### config.mk
export PLATFORM = sky130hd
export DESIGN_NAME = pin_strap_mux_wake_control
export DESIGN_NICKNAME = d
export VERILOG_FILES = /design/src/design/pin_strap_pkg.sv /design/src/design/reset_strap_if.sv /design/src/design/reset_strap.sv /design/src/design/pin_strap_mux_wake_control.sv
export VERILOG_INCLUDE_DIRS = /design/src /design/src/design
export SDC_FILE = /design/constraint.sdc
export NUM_CORES = 1
export LEC_CHECK = 0
export BUFFER_PORTS_ARGS = -buffer_cell sky130_fd_sc_hd__buf_4
export CORE_MARGIN = 4
export CORE_UTILIZATION = 35
export DETAILED_ROUTE_END_ITERATION = 16
export HOLD_SLACK_MARGIN = 0.03
export SKIP_LAST_GASP = 1
export SLEW_MARGIN = 20
export SYNTH_ARGS = -nofsm -noshare
export SYNTH_HDL_FRONTEND = slang
export SYNTH_SLANG_ARGS = --single-unit
### constraint.sdc
create_clock -name SYS_CLK_IN -period 4.2 [get_ports SYS_CLK_IN]
set_clock_uncertainty 0.15 [all_clocks]
set_input_delay 0.42 -clock SYS_CLK_IN [delete_from_list [all_inputs] [get_ports SYS_CLK_IN]]
set_output_delay 0.42 -clock SYS_CLK_IN [all_outputs]
set_load 0.01 [all_outputs]
### src/design/pin_strap_params.svh
// Register map, field positions, reset values and synchroniser depth
`ifndef PIN_STRAP_PARAMS_SVH
`define PIN_STRAP_PARAMS_SVH

// Bus widths
`define ADDR_W 8
`define DATA_W 32

// Register byte offsets
`define REG_PROBE 8'h00
`define REG_PIN_CFG 8'h04
`define REG_EE_CTRL 8'h08
`define REG_PM_CTRL 8'h0C
`define REG_STATUS 8'h10
`define REG_INT_STATUS 8'h14
`define REG_INT_MASK 8'h18

// Arbitrary fixed pattern returned by the probe register
`define PROBE_VALUE 32'h8765_4321

// Pin configuration fields
`define CFG_W 8
`define CFG_DATA_ROLE 0
`define CFG_CLK_ROLE 2
`define ROLE_W 2
`define CFG_GENERAL_OUTPUT_THREE 4
`define CFG_GENERAL_OUTPUT_FOUR 5
`define CFG_MDIX_MANUAL 6
`define CFG_MDIX_AUTO 7
`define CFG_RESET 8'h80

// EEPROM bit-bang control fields
`define EE_W 4
`define EE_SEL 0
`define EE_CLK 1
`define EE_DOUT 2
`define EE_DOE 3
`define EE_RESET 4'h0

// Power control fields; the sleep bit is an action, not stored
`define PM_W 3
`define PM_WAKE_EN 0
`define PM_POL 1
`define PM_OD 2
`define PM_SLEEP 3
`define PM_RESET 3'h0

// Status fields
`define ST_STRAP 0
`define ST_SPEED100 1
`define ST_AUTONEG 2
`define ST_SWAP 3
`define ST_SLEEP 4
`define ST_EE_DIN 5
`define ST_READ_SEEN 6

// Interrupt status and mask fields
`define INT_W 3
`define INT_WAKE_EVENT 0
`define INT_HOST_WAKE 1
`define INT_WR_DROPPED 2
`define INT_RESET 3'h0

// Reset synchroniser depth
`define SYNC_W 2
`define SYNC_RESET 2'h0

`endif

### src/design/pin_strap_pkg.sv
// Types shared by the pin, strap and wake logic
package pin_strap_pkg;
	typedef enum logic [1:0] {
		DATA_EEPROM,
		DATA_GPO,
		DATA_TX_EN,
		DATA_TX_CLK
	} data_role_t;

	typedef enum logic [1:0] {
		CLK_EEPROM,
		CLK_GPO,
		CLK_RX_DV,
		CLK_RX_CLK
	} clk_role_t;

	typedef enum logic {
		PM_AWAKE,
		PM_SLEEP
	} pm_state_t;
endpackage

### src/design/reset_strap_if.sv
// Synchronised reset and latched strap passed to the pin logic
`timescale 1ns/10ps
`default_nettype none
interface reset_strap_if;
	logic rst_n;
	logic strap_valid;
	logic strap;
	modport src (output rst_n, output strap_valid, output strap);
	modport dst (input rst_n, input strap_valid, input strap);
endinterface
`default_nettype wire

### src/design/reset_strap.sv
// Reset release synchroniser and link default strap latch
`timescale 1ns/10ps
`default_nettype none
`include "pin_strap_params.svh"
module reset_strap (
	// Clock and raw reset
	input wire logic clk_in,
	input wire logic arst_n_in,
	// Strap pin
	input wire logic strap_in,
	// Results
	reset_strap_if.src rs
);
	logic [`SYNC_W-1:0] sync;
	logic [`SYNC_W-1:0] next_sync;
	logic taken;
	logic next_taken;
	logic strap;
	logic next_strap;

	always_comb begin
		next_sync = {sync[0], 1'b1};
		next_taken = taken | sync[1];
		next_strap = strap;
		// Caught one edge after release, never under the async reset
		if (sync[1] && !taken) begin
			next_strap = strap_in;
		end
	end

	always_ff @(posedge clk_in or negedge arst_n_in) begin
		if (!arst_n_in) begin
			sync <= `SYNC_RESET;
			taken <= 1'b0;
			strap <= 1'b0;
		end else begin
			sync <= next_sync;
			taken <= next_taken;
			strap <= next_strap;
		end
	end

	assign rs.rst_n = sync[1];
	assign rs.strap_valid = taken;
	assign rs.strap = strap;
endmodule // reset_strap
`default_nettype wire

### src/design/pin_strap_mux_wake_control.sv
// Strap, crossover, EEPROM pin mux, wake indicator and host wake control
`timescale 1ns/10ps
`default_nettype none
`include "pin_strap_params.svh"
module pin_strap_mux_wake_control (
	// Clock and resets
	input wire logic SYS_CLK_IN,
	input wire logic ARST_N_IN,
	input wire logic POWER_ON_RESET_N_IN,
	// Strap
	input wire logic LINK_DEFAULT_STRAP_IN,
	// Register port
	input wire logic [`ADDR_W-1:0] REG_ADDR_IN,
	input wire logic [`DATA_W-1:0] REG_WDATA_IN,
	input wire logic REG_WR_IN,
	input wire logic REG_RD_IN,
	output logic [`DATA_W-1:0] REG_RDATA_OUT,
	// Host bus wake pins
	input wire logic CHIP_SELECT_N_IN,
	input wire logic WRITE_STROBE_N_IN,
	// Wake source and crossover detect
	input wire logic WAKE_EVENT_IN,
	input wire logic LINK_REVERSED_IN,
	// Internal MII signals for monitoring
	input wire logic MII_TX_EN_IN,
	input wire logic MII_TX_CLK_IN,
	input wire logic MII_RX_DV_IN,
	input wire logic MII_RX_CLK_IN,
	// EEPROM pins
	input wire logic EEPROM_DATA_PIN_IN,
	output logic EEPROM_DATA_PIN_OUT,
	output logic EEPROM_DATA_PIN_OE_N_OUT,
	output logic EEPROM_CLOCK_PIN_OUT,
	output logic EEPROM_SELECT_OUT,
	// Wake indicator pin
	output logic WAKE_INDICATOR_OUT,
	output logic WAKE_INDICATOR_OE_N_OUT,
	// Twisted pair roles and link defaults
	output logic PAIR_A_TRANSMIT_OUT,
	output logic PAIR_B_TRANSMIT_OUT,
	output logic LINK_SPEED_100_OUT,
	output logic LINK_FULL_DUPLEX_OUT,
	output logic LINK_AUTONEG_OUT,
	// Status
	output logic SLEEPING_OUT,
	output logic IRQ_OUT
);
	function automatic logic hit(input logic [`ADDR_W-1:0] a,
		input logic [`ADDR_W-1:0] off);
		hit = (a == off);
	endfunction

	reset_strap_if rs ();
	logic raw_rst_n;
	// Either the pin or the internal power-on source resets everything
	assign raw_rst_n = ARST_N_IN & POWER_ON_RESET_N_IN;

	reset_strap u_reset_strap (
		.clk_in(SYS_CLK_IN),
		.arst_n_in(raw_rst_n),
		.strap_in(LINK_DEFAULT_STRAP_IN),
		.rs(rs.src)
	);

	logic rst_n;
	assign rst_n = rs.rst_n;

	// Register and power state
	logic [`CFG_W-1:0] cfg, next_cfg;
	logic [`EE_W-1:0] ee, next_ee;
	logic [`PM_W-1:0] pm, next_pm;
	logic [`INT_W-1:0] int_status, next_int_status;
	logic [`INT_W-1:0] int_mask, next_int_mask;
	logic [`DATA_W-1:0] rdata, next_rdata;
	logic read_seen, next_read_seen;
	logic pending, next_pending;
	logic irq, next_irq;
	pin_strap_pkg::pm_state_t state, next_state;
	logic wr_ok;
	logic host_wake;
	logic [`DATA_W-1:0] rd_val;

	// Pin state
	logic d_out, next_d_out;
	logic d_oe_n, next_d_oe_n;
	logic c_out, next_c_out;
	logic sel, next_sel;
	logic swap, next_swap;
	logic w_out, next_w_out;
	logic w_oe_n, next_w_oe_n;
	logic din, next_din;
	pin_strap_pkg::data_role_t drole;
	pin_strap_pkg::clk_role_t crole;
	logic w_lvl;

	assign drole = pin_strap_pkg::data_role_t'(cfg[`CFG_DATA_ROLE +: `ROLE_W]);
	assign crole = pin_strap_pkg::clk_role_t'(cfg[`CFG_CLK_ROLE +: `ROLE_W]);

	always_comb begin
		next_cfg = cfg;
		next_ee = ee;
		next_pm = pm;
		next_int_mask = int_mask;
		next_int_status = int_status;
		next_pending = pending;
		next_state = state;
		next_read_seen = read_seen | REG_RD_IN;
		// Unaccepted writes vanish; the bus never waits
		wr_ok = REG_WR_IN && read_seen && state == pin_strap_pkg::PM_AWAKE;
		host_wake = state == pin_strap_pkg::PM_SLEEP && !CHIP_SELECT_N_IN
			&& !WRITE_STROBE_N_IN;
		rd_val = '0;
		if (hit(REG_ADDR_IN, `REG_PROBE)) begin
			rd_val = `PROBE_VALUE;
		end else if (hit(REG_ADDR_IN, `REG_PIN_CFG)) begin
			rd_val[`CFG_W-1:0] = cfg;
		end else if (hit(REG_ADDR_IN, `REG_EE_CTRL)) begin
			rd_val[`EE_W-1:0] = ee;
		end else if (hit(REG_ADDR_IN, `REG_PM_CTRL)) begin
			rd_val[`PM_W-1:0] = pm;
		end else if (hit(REG_ADDR_IN, `REG_STATUS)) begin
			rd_val[`ST_STRAP] = rs.strap;
			rd_val[`ST_SPEED100] = rs.strap;
			rd_val[`ST_AUTONEG] = rs.strap;
			rd_val[`ST_SWAP] = swap;
			rd_val[`ST_SLEEP] = state == pin_strap_pkg::PM_SLEEP;
			rd_val[`ST_EE_DIN] = din;
			rd_val[`ST_READ_SEEN] = read_seen;
		end else if (hit(REG_ADDR_IN, `REG_INT_STATUS)) begin
			rd_val[`INT_W-1:0] = int_status;
		end else if (hit(REG_ADDR_IN, `REG_INT_MASK)) begin
			rd_val[`INT_W-1:0] = int_mask;
		end
		next_rdata = REG_RD_IN ? rd_val : '0;
		if (REG_RD_IN && hit(REG_ADDR_IN, `REG_INT_STATUS)) begin
			next_int_status = '0;
		end
		if (wr_ok) begin
			if (hit(REG_ADDR_IN, `REG_PIN_CFG)) begin
				next_cfg = REG_WDATA_IN[`CFG_W-1:0];
			end
			if (hit(REG_ADDR_IN, `REG_EE_CTRL)) begin
				next_ee = REG_WDATA_IN[`EE_W-1:0];
			end
			if (hit(REG_ADDR_IN, `REG_INT_MASK)) begin
				next_int_mask = REG_WDATA_IN[`INT_W-1:0];
			end
			if (hit(REG_ADDR_IN, `REG_PM_CTRL)) begin
				next_pm = REG_WDATA_IN[`PM_W-1:0];
				if (REG_WDATA_IN[`PM_SLEEP]) begin
					next_state = pin_strap_pkg::PM_SLEEP;
					next_read_seen = 1'b0;
					next_pending = 1'b0;
				end
			end
		end
		// Sets come last so an event beats a same-cycle read clear
		if (REG_WR_IN && !wr_ok && state == pin_strap_pkg::PM_AWAKE) begin
			next_int_status[`INT_WR_DROPPED] = 1'b1;
		end
		case (state)
			pin_strap_pkg::PM_SLEEP: begin
				if (host_wake) begin
					next_state = pin_strap_pkg::PM_AWAKE;
					next_read_seen = 1'b0;
					next_pending = 1'b0;
					next_int_status[`INT_HOST_WAKE] = 1'b1;
				end else if (pm[`PM_WAKE_EN] && WAKE_EVENT_IN) begin
					next_pending = 1'b1;
					next_int_status[`INT_WAKE_EVENT] = 1'b1;
				end
			end
			pin_strap_pkg::PM_AWAKE: begin
			end
			default: begin
				next_state = pin_strap_pkg::PM_AWAKE;
			end
		endcase
		next_irq = |(next_int_status & next_int_mask);
	end

	always_ff @(posedge SYS_CLK_IN or negedge rst_n) begin
		if (!rst_n) begin
			cfg <= `CFG_RESET;
			ee <= `EE_RESET;
			pm <= `PM_RESET;
			int_status <= `INT_RESET;
			int_mask <= `INT_RESET;
			rdata <= '0;
			read_seen <= 1'b0;
			pending <= 1'b0;
			irq <= 1'b0;
			state <= pin_strap_pkg::PM_AWAKE;
		end else begin
			cfg <= next_cfg;
			ee <= next_ee;
			pm <= next_pm;
			int_status <= next_int_status;
			int_mask <= next_int_mask;
			rdata <= next_rdata;
			read_seen <= next_read_seen;
			pending <= next_pending;
			irq <= next_irq;
			state <= next_state;
		end
	end

	always_comb begin
		next_d_oe_n = 1'b0;
		case (drole)
			pin_strap_pkg::DATA_EEPROM: begin
				next_d_out = ee[`EE_DOUT];
				next_d_oe_n = !ee[`EE_DOE];
			end
			pin_strap_pkg::DATA_GPO: next_d_out = cfg[`CFG_GENERAL_OUTPUT_THREE];
			pin_strap_pkg::DATA_TX_EN: next_d_out = MII_TX_EN_IN;
			pin_strap_pkg::DATA_TX_CLK: next_d_out = MII_TX_CLK_IN;
			default: next_d_out = 1'b0;
		endcase
		case (crole)
			pin_strap_pkg::CLK_EEPROM: next_c_out = ee[`EE_CLK];
			pin_strap_pkg::CLK_GPO: next_c_out = cfg[`CFG_GENERAL_OUTPUT_FOUR];
			pin_strap_pkg::CLK_RX_DV: next_c_out = MII_RX_DV_IN;
			pin_strap_pkg::CLK_RX_CLK: next_c_out = MII_RX_CLK_IN;
			default: next_c_out = 1'b0;
		endcase
		// Any alternate role parks the EEPROM deselected
		next_sel = ee[`EE_SEL] && drole == pin_strap_pkg::DATA_EEPROM
			&& crole == pin_strap_pkg::CLK_EEPROM;
		// Data line only reads back while it serves the EEPROM
		next_din = EEPROM_DATA_PIN_IN && drole == pin_strap_pkg::DATA_EEPROM;
		next_swap = (cfg[`CFG_MDIX_AUTO] && LINK_REVERSED_IN)
			|| cfg[`CFG_MDIX_MANUAL];
		w_lvl = pending ? pm[`PM_POL] : !pm[`PM_POL];
		if (pm[`PM_OD]) begin
			next_w_out = 1'b0;
			next_w_oe_n = w_lvl;
		end else begin
			next_w_out = w_lvl;
			next_w_oe_n = 1'b0;
		end
	end

	always_ff @(posedge SYS_CLK_IN or negedge rst_n) begin
		if (!rst_n) begin
			d_out <= 1'b0;
			d_oe_n <= 1'b1;
			c_out <= 1'b0;
			sel <= 1'b0;
			swap <= 1'b0;
			w_out <= 1'b1;
			w_oe_n <= 1'b0;
			din <= 1'b0;
		end else begin
			d_out <= next_d_out;
			d_oe_n <= next_d_oe_n;
			c_out <= next_c_out;
			sel <= next_sel;
			swap <= next_swap;
			w_out <= next_w_out;
			w_oe_n <= next_w_oe_n;
			din <= next_din;
		end
	end

	assign REG_RDATA_OUT = rdata;
	assign EEPROM_DATA_PIN_OUT = d_out;
	assign EEPROM_DATA_PIN_OE_N_OUT = d_oe_n;
	assign EEPROM_CLOCK_PIN_OUT = c_out;
	assign EEPROM_SELECT_OUT = sel;
	assign WAKE_INDICATOR_OUT = w_out;
	assign WAKE_INDICATOR_OE_N_OUT = w_oe_n;
	assign PAIR_A_TRANSMIT_OUT = !swap;
	assign PAIR_B_TRANSMIT_OUT = swap;
	// Defaults follow the strap; duplex is half either way
	assign LINK_SPEED_100_OUT = rs.strap;
	assign LINK_AUTONEG_OUT = rs.strap;
	assign LINK_FULL_DUPLEX_OUT = 1'b0;
	assign SLEEPING_OUT = state == pin_strap_pkg::PM_SLEEP;
	assign IRQ_OUT = irq;
endmodule // pin_strap_mux_wake_control
`default_nettype wire

==> results_dict.tcl, run 1 <==
set metrics [dict create \
    status "finished, final reports clean" \
    synth_top_area_share_pct 48.1 \
    synth_top_family_by_area "simple AND/OR/NAND/NOR gates" \
    holdPathEnd "PAIR_B_TRANSMIT_OUT" \
    async_reset_ff_share_pct 100 \
    hold_depth 2 \
    syn_inst 194 \
    r2r_slack_ns 2.05 \
    clock-sinks 46 \
    synthFlopType "dfrtp_1" \
    drc 0 \
    min_from "LINK_REVERSED_IN" \
    cp_cell_sequence "buf_4, nor4_4, and2_1, nand2_1, or4b_1, mux2_4" \
    place_hpwl_um 3650 \
    ff2ff_path_depth 3 \
    r2r-end "cfg[3]" \
    worstPathRequired_ns 4.23 \
    numCtsBuffers 5 \
    finalSetupViolations 0 \
    fmax_mhz 411 \
    finalCriticalPeriod_ns 2.43 \
    drv_slew 0 \
    globalRouteTotalUtil_pct 12.9 \
    cpPeakStageDelay_ns 0.75 \
    synth_warnings 0 \
    power-per-cell-area_mw_per_mm2 337 \
    grt_max_degree 45 \
    cp_num_buf_inv 1 \
    synth-seq-cells 46 \
    endpoint_kind "register" \
    cp_top_family "simple AND/OR/NAND/NOR gates" \
    synth_common_cells "43 x dfrtp_1, 25 x buf_4, 13 x nand2_1, 13 x o21ai_0, 10 x mux2_2" \
    slowest_stage "or4b_1" \
    post_drt_wl_per_cell_um 14.6 \
    die_area_mm2 0.00773 \
    rows 28 \
    fin_nets 301 \
    routed_wl_um 4700 \
    antenna_left 0 \
    hold_violations 0 \
    die_y_um 87.9 \
    synth_compound_area_share_pct 10.1 \
    p_total_uw 926 \
    yosysTopAreaCell "dfrtp_1" \
    fin_tns_setup_ns 0 \
    drt_iter0_markers 69 \
    coreArea_mm2 0.00606 \
    synth-seq-area-share_pct 51.7 \
    hp-class "in2reg" \
    netlist-cell-type-count 40 \
    r2r_start "SLEEPING_OUT" \
    synth_adder_area_share_pct 0 \
    clkSlewWorstSetupHoldPaths_ns 0.08 \
    gr-total-overflow 0 \
    post_cts_buffers 0 \
    ctsResizeCount 0 \
    via_count 1548 \
    cts_tree "built" \
    cp.arrival_ns 2.46 \
    post-place-ws_ns 1.43 \
    crit_type "in2reg" \
    ir_drop_v 0.000181 \
    setup_ws_ns 1.77 \
    first_pass_iters 4 \
    grt_first_pass_wirelength_um 7590 \
    io_buffers 61 \
    drive_gt1_share_pct 38.9 \
    drv_cap 0 \
    grt_pass1_vias 1451 \
    synth_edf_count 0 \
    min_period_over_period_pct 57.9 \
    synthMostInstantiatedCell "dfrtp_1" \
    synth_area_leaders "dfrtp_1 48%, buf_4 8.4%, mux2_4 5.4%, mux2_2 5.0%, dfstp_2 3.5%" \
    fp.dieW_um 87.9 \
    cp_max_fo 9 \
    cts_root_buffer "clkbuf_8" \
    ctsHtreeMaxLevel 2 \
    ios 100 \
    p_leak_nw 1.39 \
    startpoint_type "input port" \
    muxShareOfSynthArea_pct 12.4 \
    antenna_found_initial 0 \
    synth_xor_area_share_pct 0.392 \
    critPathLaunch "REG_ADDR_IN[5]" \
    tightest_slew_ns 0.914 \
    start_util_pct 36.9 \
    synthToLayoutAreaGrowth_pct 22.9 \
    cts_buffer_depth 2 \
    maxSlewHeadroom_pct 39.0 \
    synth_area_per_cell_um2 11.5 \
    clk_latency_ns 0.30 \
    rsz0062_at_grt "no" \
    synth-simple-area-share_pct 14.5 \
    routed_via_density 4.81 \
    num_antenna_cells 0 \
    syn-cell-area_mm2 0.00224 \
    gp_congestion 0.852 \
]
[power breakdown]
part | switching [mW] | leakage (nW) | internal [mW]
sequential | 0.0234 | 0.606 | 0.467
combinational | 0.0450 | 0.722 | 0.0547
clock | 0.142 | 0.0585 | 0.194
total | 0.211 | 1.39 | 0.715
[sequential cells by signal (all words and copies together), names as in the netlist, 2 cells and up]
signal,cells
REG_RDATA_OUT,9
int_mask,3
int_status,3
cfg,8
pm,3
u_reset_strap.sync,2
ee,4
[repair_timing]
| item | CTS | global route |
|---|---|---|
| endpoints found under the hold margin | 4 | 0 |
| hold buffers | 2 | 0 |
| endpoints found under the setup margin | 0 | 0 |
[per-stage QoR]
stage	hold WS [ns]	util, %	cell area, um2	std cells
final	0.182	45.4	2750	322
after global routing	0.172	45.4	2750	322
after CTS	0.174	45.4	2750	322
after detailed placement	0.190	43.1	2610	312
after global placement	0.183	43.1	2610	312
after floorplan	0.106	-	2280	207
[cell usage in the layout, fill, tap and decap left out, types with 2 or more instances in the layout]
cell type / n
buf_4: 61
conb_1: 15
inv_1: 3
nand2_1: 13
mux2_4: 8
mux4_2: 2
a21oi_1: 5
a22o_1: 3
nor2b_1: 4
a21o_1: 3
nand3_1: 5
nor2_1: 8
o21ai_0: 13
nand2b_1: 2
dlygate4sd3_1: 2
a22oi_1: 4
and3_1: 3
dfrtp_1: 42
dfstp_2: 3
and2_1: 7
nor3_1: 3
clkbuf_8: 6
nor3b_1: 2
mux2_2: 10
a21boi_0: 2
[cell families after synthesis]
logic type	Yosys count
AOI/OAI and AO/OA	35
xor gates and xnor gates	1
buffers and inverters	34
DFF	46
muxes	20
other	2
and+or+nand+nor	56
[final cells by class]
class,instances,area [um2]
repair buffers,63,478
multi-input cells,127,893
flip-flops and latches,46,1160
clock inverters,1,30.0
inverters,3,11.3
clock buffers,7,86.3
fillers,599,3310
well taps,75,93.8
[worst max-delay path by stage]
stage	cells past startpoint	slack (ns)	end
after detailed placement	6	1.43	cfg[4]
final	6	1.77	cfg[3]
after global placement	6	1.44	cfg[5]
after global routing	6	1.62	cfg[3]
after CTS	6	1.75	cfg[3]
after floorplan	7	1.94	cfg[0]
[layer usage]
metal / vias to the layer above / share of wire (%) / global-route usage, %
li1: 736 / - / -
met1: 734 / 43 / 18.0
met2: 73 / 46 / 19.7
met3: 5 / 10 / 3.01
met4: 0 / 1.1 / 4.60
met5: - / 0 / 0
(Power assumes the default switching activity.)
==> run 2: changes to the inputs <==
Clock period 4.2 ns to 2.5 ns, I/O delays scaled along.
==> results_dict.tcl, run 2 (synthesized netlist as in run 1, its figures left out) <==
set metrics [dict create \
    start_util_pct 36.9 \
    drc 0 \
    dp_cells 318 \
    mostFrequentLayoutCells "67 x buf_4, 42 x dfrtp_1, 15 x conb_1" \
    fin_nets 312 \
    clkSlewWorstSetupHoldPaths_ns 0.08 \
    die_y_um 87.9 \
    cts_root_buffer "clkbuf_8" \
    routed_wl_um 4800 \
    p_leak_nw 1.43 \
    finalCriticalPeriod_ns 1.97 \
    cp.arrival_ns 2.00 \
    via_count 1580 \
    hold_violations 0 \
    topRoutingLayerUsed "met4" \
    gp_congestion 0.859 \
    cp_max_fo 9 \
    cts_tree "built" \
    min_from "REG_WDATA_IN[5]" \
    wl_met2_um 2290 \
    io_buffers 61 \
    num_antenna_cells 0 \
    worstPathRequired_ns 2.53 \
    setup_ws_ns 0.525 \
    finalSetupViolations 0 \
    critPathLaunch "SLEEPING_OUT" \
    clk_latency_ns 0.29 \
    routed-wl-met3_um 430 \
    numCtsBuffers 5 \
    gr-total-overflow 0 \
    rows 28 \
    maxSlewHeadroom_pct 65.3 \
    coreArea_mm2 0.00606 \
    routed_via_density 4.74 \
    ios 100 \
    min_period_over_period_pct 79.0 \
    drv_slew 0 \
    globalRouteTotalUtil_pct 12.7 \
    tightest_slew_ns 0.521 \
    die_area_mm2 0.00773 \
    clock-sinks 46 \
    place_hpwl_um 3700 \
    post_drt_wl_per_cell_um 14.4 \
    n_fill_cell 601 \
    fmax_mhz 506 \
    fp.dieW_um 87.9 \
    post_cts_buffers 0 \
    drt_iter0_markers 91 \
    grt_max_degree 43 \
    antenna_left 0 \
    r2r_start "SLEEPING_OUT" \
    drive_gt1_share_pct 39.9 \
    status "finished, final reports clean" \
    largest_register_ffs 9 \
    ctsHtreeMaxLevel 2 \
    cts_buffer_depth 2 \
    grt_first_pass_wirelength_um 7600 \
    ir_drop_v 0.000332 \
    power-per-cell-area_mw_per_mm2 519 \
    fin_tns_setup_ns 0 \
    first_pass_iters 4 \
    grt_pass1_vias 1526 \
    hp-class "in2reg" \
    crit_type "reg2reg" \
    drv_cap 0 \
    ctsResizeCount 0 \
    post-place-ws_ns 0.238 \
    synthToLayoutAreaGrowth_pct 26.2 \
    finalNonFillerCells 333 \
    cts-hold-fix-buffers 3 \
    endpoint_kind "register" \
    antenna_found_initial 0 \
    wl_met1_um 2060 \
    layout.cells.most_common "buf_4" \
    startpoint_type "register" \
    rsz0062_at_grt "no" \
]
## run 2: cell count changes in the layout (fill, tap and decap cells not counted), sizes merged
| cell | before | now |
|---|---|---|
| clkbuf | 7 | 6 |
| bufinv | 1 | 0 |
| buf | 61 | 67 |
| clkinv | 0 | 1 |
| dlygate4sd3 | 2 | 7 |
| clkinvlp | 0 | 1 |
## run 2: worst paths after layout
| check | slack (ns) | end | cells past startpoint |
|---|---|---|---|
| max | 0.53 | cfg[5] | 4 |
| min | 0.04 | cfg[5] | 2 |
| max reg2reg | 0.53 | cfg[5] | 4 |
| min reg2reg | 0.20 | WAKE_INDICATOR_OE_N_OUT | 1 |
| max in group asynchronous | 1.23 | u_reset_strap.sync[1] | 4 |
| min in group asynchronous | 0.20 | WAKE_INDICATOR_OE_N_OUT | 1 |
## run 2: final cells by class
cell class	count	area [um2]	area share (%)
clock buffers	6	82.6	2.93
well taps	75	93.8	3.32
clock inverters	2	12.5	0.443
multi-input cells	127	893	31.6
flip-flops and latches	46	1160	41.0
repair buffers	74	573	20.3
inverters	3	11.3	0.399
## run 2: where the power goes
part | leakage (nW) | internal (mW) | total [mW] | switching [mW]
combinational | 0.773 | 0.101 | 0.191 | 0.0905
clock | 0.0472 | 0.222 | 0.462 | 0.240
sequential | 0.606 | 0.784 | 0.811 | 0.0268
total | 1.43 | 1.11 | 1.46 | 0.357
## run 2: critical path: stages (launching register included)
cell	delay [ns]
dfrtp_1	0.49
nand2b_1	0.22
or4b_1	0.50
buf_4	0.21
mux2_4	0.31
## run 2: metal layers
layer / vias up / track usage [%]
li1: 763 / -
met1: 751 / 17.0
met2: 64 / 20.9
met3: 2 / 3.01
met4: 0 / 2.93
met5: - / 0
## run 2: per-stage QoR
stage	util (%)	cell area [um2]	hold WS, ns	total power [mW]
global placement	43.8	2660	0.0322	1.01
global route	46.6	2820	0.0336	1.54
floorplan	-	2280	-0.0638	0.930
finish	46.6	2820	0.0448	1.46
detailed placement	43.8	2660	0.0372	1.01
CTS	45.9	2780	0.0313	1.48
==> run 3: changes to the inputs <==
Settings changed: ABC_AREA set to 1.
Clock period 2.5 ns to 1.65 ns, I/O delays scaled along.
==> results_dict.tcl, run 3 <==
set metrics [dict create \
    min_period_over_period_pct 85.9 \
    ctsHtreeMaxLevel 2 \
    numCtsBuffers 5 \
    coreArea_mm2 0.00635 \
    drive_gt1_share_pct 29.1 \
    largest_register_ffs 9 \
    setup_ws_ns 0.233 \
    cp_max_fo 10 \
    p_leak_nw 1.64 \
    syn_inst 268 \
    synthToLayoutAreaGrowth_pct 31.1 \
    grt_max_degree 43 \
    mostFrequentLayoutCells "66 x buf_4, 62 x nand2_1, 42 x dfrtp_1" \
    cpPeakStageDelay_ns 0.54 \
    drt_iter0_markers 84 \
    routed_via_density 4.42 \
    tightest_slew_ns 0.528 \
    syn-cell-area_mm2 0.00229 \
    cts_tree "built" \
    ios 100 \
    cp.arrival_ns 1.45 \
    power-per-cell-area_mw_per_mm2 806 \
    drv_cap 0 \
    post_drt_wl_per_cell_um 12.1 \
    gr-total-overflow 0 \
    io_buffers 61 \
    grt_pass1_vias 1712 \
    finalNonFillerCells 424 \
    ir_drop_v 0.000479 \
    final_util_pct 47.4 \
    die_y_um 89.0 \
    ctsResizeCount 0 \
    synth_common_cells "62 x nand2_1, 43 x dfrtp_1, 31 x inv_1, 25 x buf_4, 24 x nor2_1" \
    endpoint_kind "register" \
    final_cell_area_mm2 0.00301 \
    fmax_mhz 706 \
    detailed_place.area_mm2 0.00274 \
    fin_tns_setup_ns 0 \
    clkSlewWorstSetupHoldPaths_ns 0.08 \
    cts_root_buffer "clkbuf_8" \
    routed_wl_um 5120 \
    first_pass_iters 4 \
    dp_cells 398 \
    crit_type "in2reg" \
    antenna_left 0 \
    clk_latency_ns 0.30 \
    fp.dieW_um 89.0 \
    synth_warnings 0 \
    grt_first_pass_wirelength_um 8050 \
    clock-sinks 46 \
    drv_slew 0 \
    synth-seq-cells 46 \
    synthFlopType "dfrtp_1" \
    rsz0062_at_grt "no" \
    synth_area_leaders "dfrtp_1 47%, nand2_1 10%, buf_4 8.2%, inv_1 5.1%, nor2_1 3.9%" \
    globalRouteTotalUtil_pct 13.4 \
    hp-class "in2reg" \
    hold_violations 0 \
    r2r_slack_ns 0.26 \
    antenna_found_initial 0 \
    gp_congestion 0.820 \
    rows 29 \
    synth-seq-area-share_pct 50.3 \
    synthMostInstantiatedCell "nand2_1" \
    finalCriticalPeriod_ns 1.42 \
    finalSetupViolations 0 \
    synth_area_per_cell_um2 8.56 \
    ff2ff_path_depth 5 \
    status "finished, final reports clean" \
    post-place-ws_ns 0.116 \
    whs_ns 0.0738 \
    slowest_stage "dlygate4sd3_1" \
    die_area_mm2 0.00792 \
    fin_nets 401 \
    p_total_mw 2.42 \
    maxSlewHeadroom_pct 64.8 \
    layout.cells.most_common "buf_4" \
    drc 0 \
    start_util_pct 36.1 \
    cts_buffer_depth 2 \
    synth_edf_count 0 \
    hold_depth 5 \
    async_reset_ff_share_pct 100 \
    worstPathRequired_ns 1.69 \
    post_cts_buffers 0 \
    yosysTopAreaCell "dfrtp_1" \
    via_count 1874 \
    place_hpwl_um 3980 \
    cp_cell_sequence "dlygate4sd3_1, buf_4, nand3_2, inv_1, nand2_4, mux2_4" \
    startpoint_type "input port" \
    netlist-cell-type-count 31 \
    synth_top_area_share_pct 46.9 \
    num_antenna_cells 0 \
]
-- run 3: changes by cell type after synthesis, sizes merged, moves of 4 or more --
cell	change
a21oi	+6
a22oi	-4
and2	-8
clkbuf	-4
inv	+32
mux2	-16
nand2	+56
nand3	+10
nor2	+20
nor2b	-4
o21ai	+9
-- run 3: final timing paths --
| kind | startpoint | endpoint |
|---|---|---|
| max | REG_WR_IN | cfg[5] |
| min | MII_TX_CLK_IN | EEPROM_DATA_PIN_OUT |
| max reg2reg | SLEEPING_OUT | cfg[5] |
| min reg2reg | u_reset_strap.sync[1] | REG_RDATA_OUT[0] |
| max in group asynchronous | POWER_ON_RESET_N_IN | u_reset_strap.sync[1] |
| min in group asynchronous | ARST_N_IN | u_reset_strap.rs.strap_valid |
-- run 3: cells by family (layout without fill, tap and decap cells) --
logic type | count (synthesis) | after routing | share of synthesized area, %
AND/OR/NAND/NOR | 118 | 118 | 23.2
buffers and inverters | 61 | 127 | 14.6
flip-flops | 46 | 46 | 50.3
AO/OA/AOI/OAI | 38 | 38 | 9.87
other | 2 | 15 | 0.327
multiplexers | 2 | 2 | 1.31
XOR/XNOR | 1 | 1 | 0.382
-- run 3: critical path, delay by kind of cell --
| family | cells | cell delay [ns] |
|---|---|---|
| buf+inv | 3 | 0.75 |
| simple gates | 2 | 0.22 |
| mux | 1 | 0.31 |
-- run 3: repair_timing --
item                                    4_1_cts  5_1_grt
endpoints found under the hold margin        25        0
hold buffers                                 18        0
endpoints found under the setup margin        0        0
-- run 3: area by class of cell --
class | count | area (um2)
clock buffers | 8 | 90.1
flip-flops and latches | 46 | 1160
well taps | 77 | 96.3
multi-input cells | 174 | 853
repair buffers | 84 | 676
inverters | 35 | 136
fillers | 625 | 3340
-- run 3: metal layers --
metal  track usage [%]  wire length [um]
met1              17.9              2270
met2              21.1              2330
met3              3.32               424
met4              5.28                89
met5                 0                 0
-- run 3: power by group --
part | total [mW] | leakage, nW | switching, mW | internal, mW
combinational | 0.466 | 1.00 | 0.249 | 0.217
sequential | 1.26 | 0.591 | 0.0514 | 1.21
clock | 0.694 | 0.0455 | 0.352 | 0.342
total | 2.42 | 1.64 | 0.652 | 1.77
